File: src/ssp_defines.svh
// ssp_defines.svh: constants for the synchronous serial port (ssp_core, ssp_prescale)
// assumes: included by bare name; the core runs on the module clock (oscillator / 4)
// Functional notes
// 8 or 16 clocks, shift out and in
// completion sets done flag; irq if enabled
// finished word moves into receive buffer
// full receive buffer: flag overflow, drop word
// overflow freezes port until buffer read; code stays frozen until OVF_CLR_I clears the flag
// pending transmit word loads after completion
// one buffer port: write tx, read rx
// master drives clock; slave follows clock
// master starts when buffer is written
// master done flag at last bit middle
// slave done when last bit latched
// select low enables; high disables output
// clock divided by primary, then secondary
// edge bit picks output change edge
// polarity bit sets clock idle level
// control bit 10 picks 16 or 8
// width change resets the port logic
// send bit 7 or 15, receive bit 0
// output disable bit frees data pin
// framed mode turns select into sync
// direction bit: generate or receive sync
// sync one clock high, data follows
// select release resets counters and state
// transmit full and receive full flags
// software clears overflow after reading buffer
`ifndef SSP_DEFINES_SVH
`define SSP_DEFINES_SVH

// word lengths in serial clocks
`define SSP_W8         5'h08
`define SSP_W16        5'h10
// received word masks
`define SSP_MASK8      16'h00ff
`define SSP_MASK16     16'hffff
// primary prescale factors for field values 0..3
`define SSP_PRI_DIV_0  10'h040
`define SSP_PRI_DIV_1  10'h010
`define SSP_PRI_DIV_2  10'h004
`define SSP_PRI_DIV_3  10'h001
// secondary factor is this base minus the field value
`define SSP_SEC_BASE   4'h8
// prescale counter width
`define SSP_DIV_W      10

`endif

File: src/ssp_pkg.sv
// ssp_pkg.sv: types of the synchronous serial port
// assumes: nothing beyond ssp_defines.svh
package ssp_pkg;

  // control word, bit 10 is the word width select
  typedef struct packed {
    logic       rsv15;
    logic       framed_mode_enable;
    logic       frame_sync_direction;  // 1: sync pulse is an input
    logic       rsv12;
    logic       out_pin_disable;
    logic       word_width_select;     // 1: 16-bit words
    logic       rsv9;
    logic       clock_edge_select;     // 1: data changes active to idle
    logic       select_control_enable;
    logic       clock_idle_polarity;
    logic       master_mode;
    logic [2:0] secondary_prescale;
    logic [1:0] primary_prescale;
  } ssp_ctrl_t;

  // status flags
  typedef struct packed {
    logic rx_overflow_flag;
    logic transfer_done_flag;
    logic tx_full;
    logic rx_full;
  } ssp_stat_t;

  // sequencer states
  typedef enum logic [1:0] {
    SSP_IDLE = 2'h0,
    SSP_SYNC = 2'h1,
    SSP_DATA = 2'h2,
    SSP_TAIL = 2'h3
  } ssp_state_t;

endpackage

File: src/ssp_prescale.sv
// ssp_prescale.sv: two-stage divider giving one tick per serial clock half period
// assumes: run held high only while the master clock should toggle
`timescale 1ns/1ns
`default_nettype none
`include "ssp_defines.svh"
module ssp_prescale (
  // clock and reset
  input  wire logic       clk_i,
  input  wire logic       nrst_i,
  // control
  input  wire logic       run_i,
  input  wire logic [1:0] pri_i,
  input  wire logic [2:0] sec_i,
  // output
  output logic            tick_o
);
  logic [`SSP_DIV_W-1:0] cnt_reg;
  logic [`SSP_DIV_W-1:0] div;
  logic [`SSP_DIV_W-1:0] pri_div;
  logic [3:0]            sec_div;

  // primary then secondary factor
  always_comb begin
    case (pri_i)
      2'h0:    pri_div = `SSP_PRI_DIV_0;
      2'h1:    pri_div = `SSP_PRI_DIV_1;
      2'h2:    pri_div = `SSP_PRI_DIV_2;
      default: pri_div = `SSP_PRI_DIV_3;
    endcase
    sec_div = 4'(`SSP_SEC_BASE - {1'h0, sec_i});
    div     = `SSP_DIV_W'(pri_div * sec_div);
  end

  // count to the divide value while running, restarts on each tick or when stopped
  always_ff @(posedge clk_i) begin
    if (!nrst_i || !run_i || tick_o) begin
      cnt_reg <= '0;
    end else begin
      cnt_reg <= `SSP_DIV_W'(cnt_reg + 1'b1);
    end
  end

  assign tick_o = run_i && (cnt_reg == `SSP_DIV_W'(div - 1'b1));
endmodule // ssp_prescale
`default_nettype wire

File: src/ssp_core.sv
// ssp_core.sv: synchronous serial port, master or slave, with double buffered data
// assumes: all pin inputs synchronous to CLK_I; software side drives strobes for one cycle
`timescale 1ns/1ns
`default_nettype none
`include "ssp_defines.svh"
module ssp_core (
  // clock and reset
  input  wire logic              CLK_I,
  input  wire logic              NRST_I,
  // configuration
  input  wire logic              PORT_EN_I,
  input  var  ssp_pkg::ssp_ctrl_t CTRL_I,
  input  wire logic              IRQ_EN_I,
  // shared buffer port and flag clears
  input  wire logic              BUF_WR_I,
  input  wire logic [15:0]       BUF_WDATA_I,
  input  wire logic              BUF_RD_I,
  input  wire logic              OVF_CLR_I,
  input  wire logic              DONE_CLR_I,
  // software side results
  output logic [15:0]            BUF_RDATA_O,
  output var  ssp_pkg::ssp_stat_t STAT_O,
  output logic                   IRQ_O,
  // shift clock pin
  input  wire logic              SCK_I,
  output logic                   SCK_O,
  output logic                   SCK_OE_N_O,
  // serial data pins
  input  wire logic              SDI_I,
  output logic                   SDO_O,
  output logic                   SDO_OE_N_O,
  // slave select / frame sync pin
  input  wire logic              SS_I,
  output logic                   SS_O,
  output logic                   SS_OE_N_O
);
  import ssp_pkg::*;

  ssp_ctrl_t   c;
  ssp_state_t  state_reg;
  logic [15:0] sr_reg;
  logic [15:0] tx_buf_reg;
  logic [15:0] rx_buf_reg;
  logic [15:0] word_in;
  logic [4:0]  bit_cnt_reg;
  logic [4:0]  word_len;
  logic        out_reg;
  logic        sck_reg;
  logic        sck_prev_reg;
  logic        fs_reg;
  logic        width_reg;
  logic        sync_cnt_reg;
  logic        tx_full_reg;
  logic        rx_full_reg;
  logic        ovf_reg;
  logic        done_reg;
  logic        tick;
  logic        ss_mode;
  logic        sel_hold;
  logic        port_hold;
  logic        gen_fs;
  logic        m_edge;
  logic        s_edge;
  logic        edge_ok;
  logic        to_active;
  logic        chg_edge;
  logic        shift_edge;
  logic        sample_edge;
  logic        start_ok;
  logic        load_evt;
  logic        done_evt;
  logic        sync_step;

  // outgoing bit sits at 7 or 15
  function automatic logic msb_of(input logic [15:0] v, input logic w16);
    msb_of = w16 ? v[15] : v[7];
  endfunction

  // decodes of control and pins
  assign c         = CTRL_I;
  // bit count from width select
  assign word_len  = c.word_width_select ? `SSP_W16 : `SSP_W8;
  assign ss_mode   = c.select_control_enable && !c.master_mode && !c.framed_mode_enable;
  // select high holds the slave off
  assign sel_hold  = ss_mode && SS_I;
  // width change resets the port
  assign port_hold = !PORT_EN_I || (c.word_width_select != width_reg) || sel_hold;
  // direction picks generate or receive
  assign gen_fs    = c.framed_mode_enable && !c.frame_sync_direction;

  // clock edges from own divider or pin
  assign m_edge     = c.master_mode && tick && (state_reg != SSP_IDLE)
                      && !(state_reg == SSP_TAIL && sck_reg == c.clock_idle_polarity);
  assign s_edge     = !c.master_mode && (SCK_I != sck_prev_reg);
  // overflow ignores clock edges
  assign edge_ok    = (m_edge || s_edge) && !ovf_reg && !port_hold;
  assign to_active  = c.master_mode ? (sck_reg == c.clock_idle_polarity) : (SCK_I != c.clock_idle_polarity);
  // edge select picks the output change edge
  assign chg_edge   = c.clock_edge_select ? !to_active : to_active;
  assign shift_edge = edge_ok && chg_edge;
  assign sample_edge = edge_ok && !chg_edge;

  // master starts once a word is written
  assign start_ok  = (state_reg == SSP_IDLE) && !port_hold && !ovf_reg && (tx_full_reg || !c.master_mode);
  assign load_evt  = start_ok && tx_full_reg;
  // master done at last sample, mid bit
  // slave done as last bit is latched
  assign done_evt  = (state_reg == SSP_DATA) && sample_edge && (bit_cnt_reg == 5'(word_len - 5'h1));
  assign word_in   = {sr_reg[14:0], SDI_I} & (c.word_width_select ? `SSP_MASK16 : `SSP_MASK8);
  // sync lasts one serial clock, two edges
  assign sync_step = edge_ok && (gen_fs || SS_I || sync_cnt_reg);

  // master clock divider
  ssp_prescale u_prescale (
    .clk_i  (CLK_I),
    .nrst_i (NRST_I),
    .run_i  (c.master_mode && (state_reg != SSP_IDLE) && !port_hold),
    .pri_i  (c.primary_prescale),
    .sec_i  (c.secondary_prescale),
    .tick_o (tick)
  );

  // sequencer: idle, frame sync, data bits, clock return
  always_ff @(posedge CLK_I) begin
    // select release clears counters and state
    if (!NRST_I || port_hold) begin
      state_reg    <= SSP_IDLE;
      bit_cnt_reg  <= 5'h0;
      sync_cnt_reg <= 1'h0;
      fs_reg       <= 1'h0;
    end else begin
      case (state_reg)
        SSP_IDLE: begin
          if (start_ok) begin
            // framed mode goes through sync phase
            state_reg <= c.framed_mode_enable ? SSP_SYNC : SSP_DATA;
            fs_reg    <= gen_fs;
          end
        end
        SSP_SYNC: begin
          // data starts after the sync clock
          if (sync_step) begin
            if (sync_cnt_reg) begin
              state_reg    <= SSP_DATA;
              sync_cnt_reg <= 1'h0;
              fs_reg       <= 1'h0;
            end else begin
              sync_cnt_reg <= 1'h1;
            end
          end
        end
        SSP_DATA: begin
          // count 8 or 16 sampled bits
          if (sample_edge) begin
            if (done_evt) begin
              bit_cnt_reg <= 5'h0;
              state_reg   <= c.master_mode ? SSP_TAIL : SSP_IDLE;
            end else begin
              bit_cnt_reg <= 5'(bit_cnt_reg + 5'h1);
            end
          end
        end
        SSP_TAIL: begin
          if (!c.master_mode || sck_reg == c.clock_idle_polarity) begin
            state_reg <= SSP_IDLE;
          end
        end
        default: state_reg <= SSP_IDLE;
      endcase
    end
  end

  // shift register and output bit
  always_ff @(posedge CLK_I) begin
    if (!NRST_I) begin
      sr_reg  <= 16'h0000;
      out_reg <= 1'h0;
    end else if (load_evt) begin
      // pending word enters the shift register
      sr_reg  <= tx_buf_reg;
      out_reg <= msb_of(tx_buf_reg, c.word_width_select);
    end else if (state_reg == SSP_DATA) begin
      // receive into bit 0
      if (sample_edge) begin
        sr_reg <= {sr_reg[14:0], SDI_I};
      end
      if (shift_edge) begin
        out_reg <= msb_of(sr_reg, c.word_width_select);
      end
    end
  end

  // transmit holding buffer
  always_ff @(posedge CLK_I) begin
    if (!NRST_I) begin
      tx_buf_reg  <= 16'h0000;
      tx_full_reg <= 1'h0;
    end else begin
      // buffer write fills transmit side
      if (BUF_WR_I) begin
        tx_buf_reg <= BUF_WDATA_I;
      end
      // transmit full, write wins over load
      if (BUF_WR_I) begin
        tx_full_reg <= 1'h1;
      end else if (load_evt) begin
        tx_full_reg <= 1'h0;
      end
    end
  end

  // receive holding buffer and overflow
  always_ff @(posedge CLK_I) begin
    if (!NRST_I) begin
      rx_buf_reg  <= 16'h0000;
      rx_full_reg <= 1'h0;
      ovf_reg     <= 1'h0;
    end else begin
      // completed word moves to receive buffer
      if (done_evt && !(rx_full_reg && !BUF_RD_I)) begin
        rx_buf_reg  <= word_in;
        rx_full_reg <= 1'h1;
      end else if (BUF_RD_I) begin
        // read empties the receive buffer
        rx_full_reg <= 1'h0;
      end
      // full buffer flags overflow, word lost
      if (done_evt && rx_full_reg && !BUF_RD_I) begin
        ovf_reg <= 1'h1;
      end else if (OVF_CLR_I) begin
        ovf_reg <= 1'h0;
      end
    end
  end

  // sticky done flag, set wins over clear
  always_ff @(posedge CLK_I) begin
    if (!NRST_I) begin
      done_reg <= 1'h0;
    end else if (done_evt) begin
      done_reg <= 1'h1;
    end else if (DONE_CLR_I) begin
      done_reg <= 1'h0;
    end
  end

  // clock pin level and history
  always_ff @(posedge CLK_I) begin
    if (!NRST_I) begin
      sck_reg      <= 1'h0;
      sck_prev_reg <= 1'h0;
      width_reg    <= 1'h0;
    end else begin
      sck_prev_reg <= SCK_I;
      width_reg    <= c.word_width_select;
      // idle level from polarity bit
      if (port_hold || state_reg == SSP_IDLE) begin
        sck_reg <= c.clock_idle_polarity;
      end else if (m_edge) begin
        sck_reg <= !sck_reg;
      end
    end
  end

  // pin and software outputs
  assign BUF_RDATA_O = rx_buf_reg;
  assign STAT_O      = '{rx_overflow_flag: ovf_reg, transfer_done_flag: done_reg,
                         tx_full: tx_full_reg, rx_full: rx_full_reg};
  assign IRQ_O       = done_reg && IRQ_EN_I;
  assign SCK_O       = sck_reg;
  // clock pin driven only as master
  assign SCK_OE_N_O  = !(PORT_EN_I && c.master_mode);
  assign SDO_O       = out_reg;
  // output disable releases the data pin
  assign SDO_OE_N_O  = !(PORT_EN_I && !c.out_pin_disable && !sel_hold);
  assign SS_O        = fs_reg;
  assign SS_OE_N_O   = !(PORT_EN_I && gen_fs);
endmodule // ssp_core
`default_nettype wire

File: config.mk
export PLATFORM = sky130hd
export DESIGN_NAME = ssp_core
export DESIGN_NICKNAME = d
export VERILOG_FILES = /design/src/ssp_pkg.sv /design/src/ssp_prescale.sv /design/src/ssp_core.sv
export VERILOG_INCLUDE_DIRS = /design/src
export SDC_FILE = /design/constraint.sdc
export NUM_CORES = 1
export LEC_CHECK = 0
export BUFFER_PORTS_ARGS = -buffer_cell sky130_fd_sc_hd__buf_2
export CORE_AREA = 2 2 116 118
export CTS_BUF_LIST = sky130_fd_sc_hd__clkbuf_2
export CTS_CLUSTER_DIAMETER = 100
export DETAILED_ROUTE_END_ITERATION = 10
export DIE_AREA = 0 0 118 120
export PLACE_DENSITY = 0.52
export SLEW_MARGIN = 10
export SYNTH_ARGS = -nofsm -noshare
export SYNTH_HDL_FRONTEND = slang
export SYNTH_HIERARCHICAL = 1
export SYNTH_SLANG_ARGS = --single-unit
File: constraint.sdc
create_clock -name CLK_I -period 5.07 [get_ports CLK_I]
set_input_delay 0.7605 -clock CLK_I [delete_from_list [all_inputs] [get_ports CLK_I]]
set_output_delay 0.7605 -clock CLK_I [all_outputs]
set_load 0.05 [all_outputs]
Word level (Yosys, flattened, before mapping) --
Cells that the tools add are included.
Storage, ports and cells: flip-flop bits (word level) 75, bits of input ports 43, output and inout bits 27, word-level logic and storage cells 158
Cells by class: add/subtract/negate cells 5, $mul 1, equal/unequal tests 17, muxes and demuxes 38, bitwise logic cells 1, reductions and logical operators 80
Operators by type and width (count):
- $mux 16 | 4
- $logic_and 1x1->1 | 32
- $mux 1 | 21
- $pmux 7 s3 | 1
- $reduce_bool 2->1 | 10
- $logic_not 1->1 | 19
- $and 16x16->16 | 1
- $mux 2 | 8
- $logic_or 1x1->1 | 11
- $add 10x1->10 const B | 1
- $eq 10x10->1 | 1
- $mul 7x4->10 | 1
- $mux 5 | 2
- $ne 2x2->1 const B | 5
- $sub 10x1->10 const B | 1
- $pmux 2 s4 | 1
- $reduce_and 2->1 | 4
- $eq 2x2->1 const B | 3
- $reduce_and 6->1 | 1
- $add 5x1->5 const B | 1
- $eq 5x5->1 | 1
- $sub 5x1->5 const B | 1
- $eq 2x1->1 const B | 2
- $logic_not 2->1 | 2
- other kinds (6) | 8

Longest topological paths before layout --
depth after elaboration 20, depth in mapped cells 21, gate-level depth less buffers 18

Cells and area by module --
Netlist, hierarchy kept.
By module, submodules not included:
- ssp_core | times used 1, cells an instance 373, area an instance 3264.4 um^2, seq. area each 1301.2 um^2
- ssp_prescale | times used 1, cells an instance 133, area an instance 1174.9 um^2, seq. area each 200.2 um^2

Least setup slack after synthesis --
OpenSTA, ideal clock, no wires.
kind in2reg, start input CTRL_I[2] in the netlist's numbering, end register rx_buf_reg[15] (netlist: BUF_RDATA_O[15]), setup time 70 ps, arrival time 4774 ps, data required time 5000 ps, slack 226 ps, stages on the path 19, buffers on the path 2, cells stage by stage inv_1 > ha_1 > xnor2_1 > and3_1 > fa_1 > fa_1 > ha_1 > nand3_1 > o21ai_0 > a31oi_1 > xnor2_1 > nor4_2 > buf_4 > nand2b_1 > o2111a_1 > nand3_2 > buf_6 > or3_1 > a21boi_1
On the way: word-level cells in the longest chain between the ends 15
RTL lines:
- start, declared | line ssp_core.sv:12 | input var ssp_pkg::ssp_ctrl_t CTRL_I,
- $sub 4x3->4 (no line)
- $mul 7x4->10 | line ssp_prescale.sv:31 | div = `SSP_DIV_W'(pri_div * sec_div);
- $sub 10x1->10 | line ssp_prescale.sv:43 | assign tick_o = run_i && (cnt_reg == `SSP_DIV_W'(div - 1'b1));
- $eq 10x10->1 | line ssp_prescale.sv:43
- $logic_and 1x1->1 | line ssp_prescale.sv:43
- via tick | line ssp_core.sv:57 | logic tick;
- $logic_and 1x1->1 (2 in series) | line ssp_core.sv:92 | assign m_edge = c.master_mode && tick && (state_reg != SSP_IDLE)
- $logic_and 1x1->1 | line ssp_core.sv:93 | && !(state_reg == SSP_TAIL && sck_reg == c.clock_idle_polarity);
- $logic_or 1x1->1 | line ssp_core.sv:96 | assign edge_ok = (m_edge || s_edge) && !ovf_reg && !port_hold;
- $logic_and 1x1->1 (2 in series) | line ssp_core.sv:96
- $logic_and 1x1->1 | line ssp_core.sv:101 | assign sample_edge = edge_ok && !chg_edge;
- $logic_and 1x1->1 (2 in series) | line ssp_core.sv:108 | assign done_evt = (state_reg == SSP_DATA) && sample_edge && (bit_cnt_reg == 5'(word_len - 5'h1));
- $logic_and 1x1->1 | line ssp_core.sv:220 | if (done_evt && !(rx_full_reg && !BUF_RD_I)) begin
- end signal, assigned | line ssp_core.sv:221 | rx_buf_reg <= word_in;
- end, declared | line ssp_core.sv:43 | logic [15:0] rx_buf_reg;
The timed path passes the listed nets, and every way through them passes these cells. A chain may end at the register's enable or synchronous reset.

Worst setup path in the final report --
start input CTRL_I[2] in the netlist's numbering, end register rx_buf_reg[11] (netlist: BUF_RDATA_O[11])
Same word-level chain as after synthesis.

==> impl_metrics.csv <==
group,metric,value,unit
yosys,ys_seq_area_frac,0.338,
yosys,synth_area_leader_cell,"dfxtp_1",
worst_setup_path,path_class,"input pin to flip-flop",
grt,use_met1,0.220,
detailed_routing,drt_pass1_iterations,4,
yosys,syn-cell-area,4440,sq um
yosys,ys_ff_latch,75,
worst_setup_path,cp_max_fo,16,
grt,use_met3,0.0352,
sta,slew_headroom,0.487,
yosys,synth_area_per_cell,8.77,sq um
final_layout,final.fill_count,1343,
yosys,yosysTopAreaCellShare,0.338,
grt,grtUsageMet2,0.217,
grt,grt_overflow,0,
cts,clock-sinks,75,
detailed_routing,drt-total-wl,10600,um
floorplan,die_w,118,um
final_layout,fin_nets,636,
yosys,yosysWarnings,6,
floorplan,dieArea,14200,sq um
floorplan,io_pins,70,
sta,clock.fmax,216,MHz
final_layout,multi_input_area,2650,sq um
grt,antenna_found_initial,0,
floorplan,fp-row-count,42,
cts,postCtsResizedCells,0,
power,power,1.15,mW
min_path,hp-class,"input pin to flip-flop",
cts,numCtsBuffers,9,
cts,hold_buffers,0,
worst_setup_path,critPathArrivalTime,5.14,ns
final_layout,area_growth_syn_to_layout,13.8,%
cts,cts_tree,"done",
yosys,synth-edff-count,0,
final_layout,diodes,0,
grt,first_global_vias,3521,
final_layout,drive_gt1_frac,0.215,
placement,place.gp.congestion,0.839,
worst_setup_path,required,5.57,ns
grt,grt_start_max_net_pins,63,
outcome,outcome,"finished clean",
sta,setup_slack,0.435,ns
worst_setup_path,worstSetupEndpointType,"flip-flop",
yosys,synth.distinct_cells,61,
final_layout,layout_commonest_cell,"dfxtp_1",
detailed_routing,wl_per_cell,14.1,um
grt,grt_busiest_layer,"met1",
placement,post-place-ws,-0.167,ns
sta,finalSetupViolCount,0,
detailed_routing,drtIter0Drc,146,
power,ir_drop,0.102,mV
yosys,async_flop_share,0,
yosys,synth_ff_type,"dfxtp_1",
floorplan,die_height,120,um
final_layout,fin_cells,752,
cts,insertion_delay,0.56,ns
cts,ctsHtreeMaxLevel,3,
detailed_routing,route.detailed.drc,0,
sta,finalHoldViolCount,0,
grt,grt_pass1_wl,17600,um
placement,place_hpwl,7900,um
placement,dp.cells,736,
detailed_routing,ant_nets,0,
placement,portBuffers,66,
final_layout,layout_common_cells,"dfxtp_1, buf_2, o21ai_0",
grt,track_usage,0.152,
final_layout,regArea,1500,sq um
floorplan,coreArea,13000,sq um
sta,rsz0062_at_grt,"no",
sta,fin_crit,4.63,ns
yosys,synth_cells,506,
sta,finalClockSkew,0.0269,ns
sta,period_share,0.914,
sta,tightestPinTransition,0.768,ns
job,maxCapViolations,0,
detailed_routing,vias,3817,
cts,postCtsSetupRepairBufs,0,
cts,path_clk_slew,0.21,ns
power,total_leakage_power,2.02,nW
worst_setup_path,worst_setup_path_start_kind,"input pin",
final_layout,utilization,0.389,
power,p_per_area,227,nW/um^2
detailed_routing,vias_per_cell,5.08,
floorplan,start_util,0.342,
cts,cts.path.max_buffers,2,
yosys,syn-num-nets,571,
sta,finalMaxSlewViolations,0,
yosys,synthTopCellsByArea,"dfxtp_1, ha_1, o21ai_0",
cts,cts_root_buffer,"clkbuf_2",
==> final timing paths <==
kind / to / from / slack (ns) / cells after the start
setup / recovery: BUF_RDATA_O[11] / CTRL_I[2] / 0.44 / 20
hold / removal: sck_prev_reg / SCK_I / 0.44 / 2
setup reg to reg: BUF_RDATA_O[11] / state_reg[1] / 1.88 / 12
hold reg to reg: BUF_RDATA_O[10] / BUF_RDATA_O[10] / 0.49 / 2
==> cells by family (layout without fill, tap and decap cells) <==
logic type      count (synthesis)  in the layout  synth area share
simple gates                  191            191             0.242
compound gates                111            111             0.164
flops                          75             75             0.338
buf+inv                        52            122            0.0643
xor+xnor                       34             34            0.0713
fa+ha+maj                      22             22            0.0722
mux                            21             21            0.0479
==> final cells by class <==
cell class,count,share of cell area
clock buffer,12,0.0119
clock inverter,4,0.00545
inverter,14,0.0104
multi-input combinational,379,0.525
sequential,75,0.297
tap,176,0.0436
timing repair buffer,92,0.106
==> through the flow <==
stage	hold WS, ns	instance area (sq um)	setup TNS (ns)
after global placement	0.460	4960	-1.06
after detailed placement	0.474	4960	-3.41
after global routing	0.397	5050	0
final	0.443	5050	0
after floorplan	0.465	4440	0
after CTS	0.402	5050	0
==> where the power goes <==
group	switching, mW	internal, mW
combinational	0.128	0.111
clock	0.218	0.0695
sequential	0.0141	0.608
total	0.360	0.788
==> worst max-delay path, stage by stage <==
cell and delay [ns]:
buf_2 0.10, inv_1 0.06, ha_1 0.22, xnor2_1 0.36
nand2_1 0.13, ha_1 0.31, fa_1 0.48, ha_1 0.35
a21oi_2 0.17, o21ai_0 0.12, buf_4 0.16, a31oi_1 0.18
xnor2_1 0.11, nor4_2 0.37, nand2b_1 0.16, o2111a_1 0.24
nand3_2 0.14, buf_12 0.18, or3_1 0.37, a21boi_0 0.16
==> per-layer routing <==
metal | wire length (um) | vias to the layer above
li1 | - | 1937
met1 | 5440 | 1773
met2 | 4550 | 93
met5 | 0 | -
met3 | 465 | 14
met4 | 151 | 0
==> Yosys cell counts (15+ instances only) <==
| library cell | number |
|---|---|
| nor3_1 | 28 |
| dfxtp_1 | 75 |
| mux2i_1 | 19 |
| nor2b_1 | 27 |
| nand3_1 | 19 |
| nand4_1 | 15 |
| nand2_1 | 28 |
| nor2_1 | 25 |
| ha_1 | 16 |
| o21ai_0 | 39 |
| xnor2_1 | 20 |
| a211oi_1 | 16 |
Power figures use the tool's default switching activity.
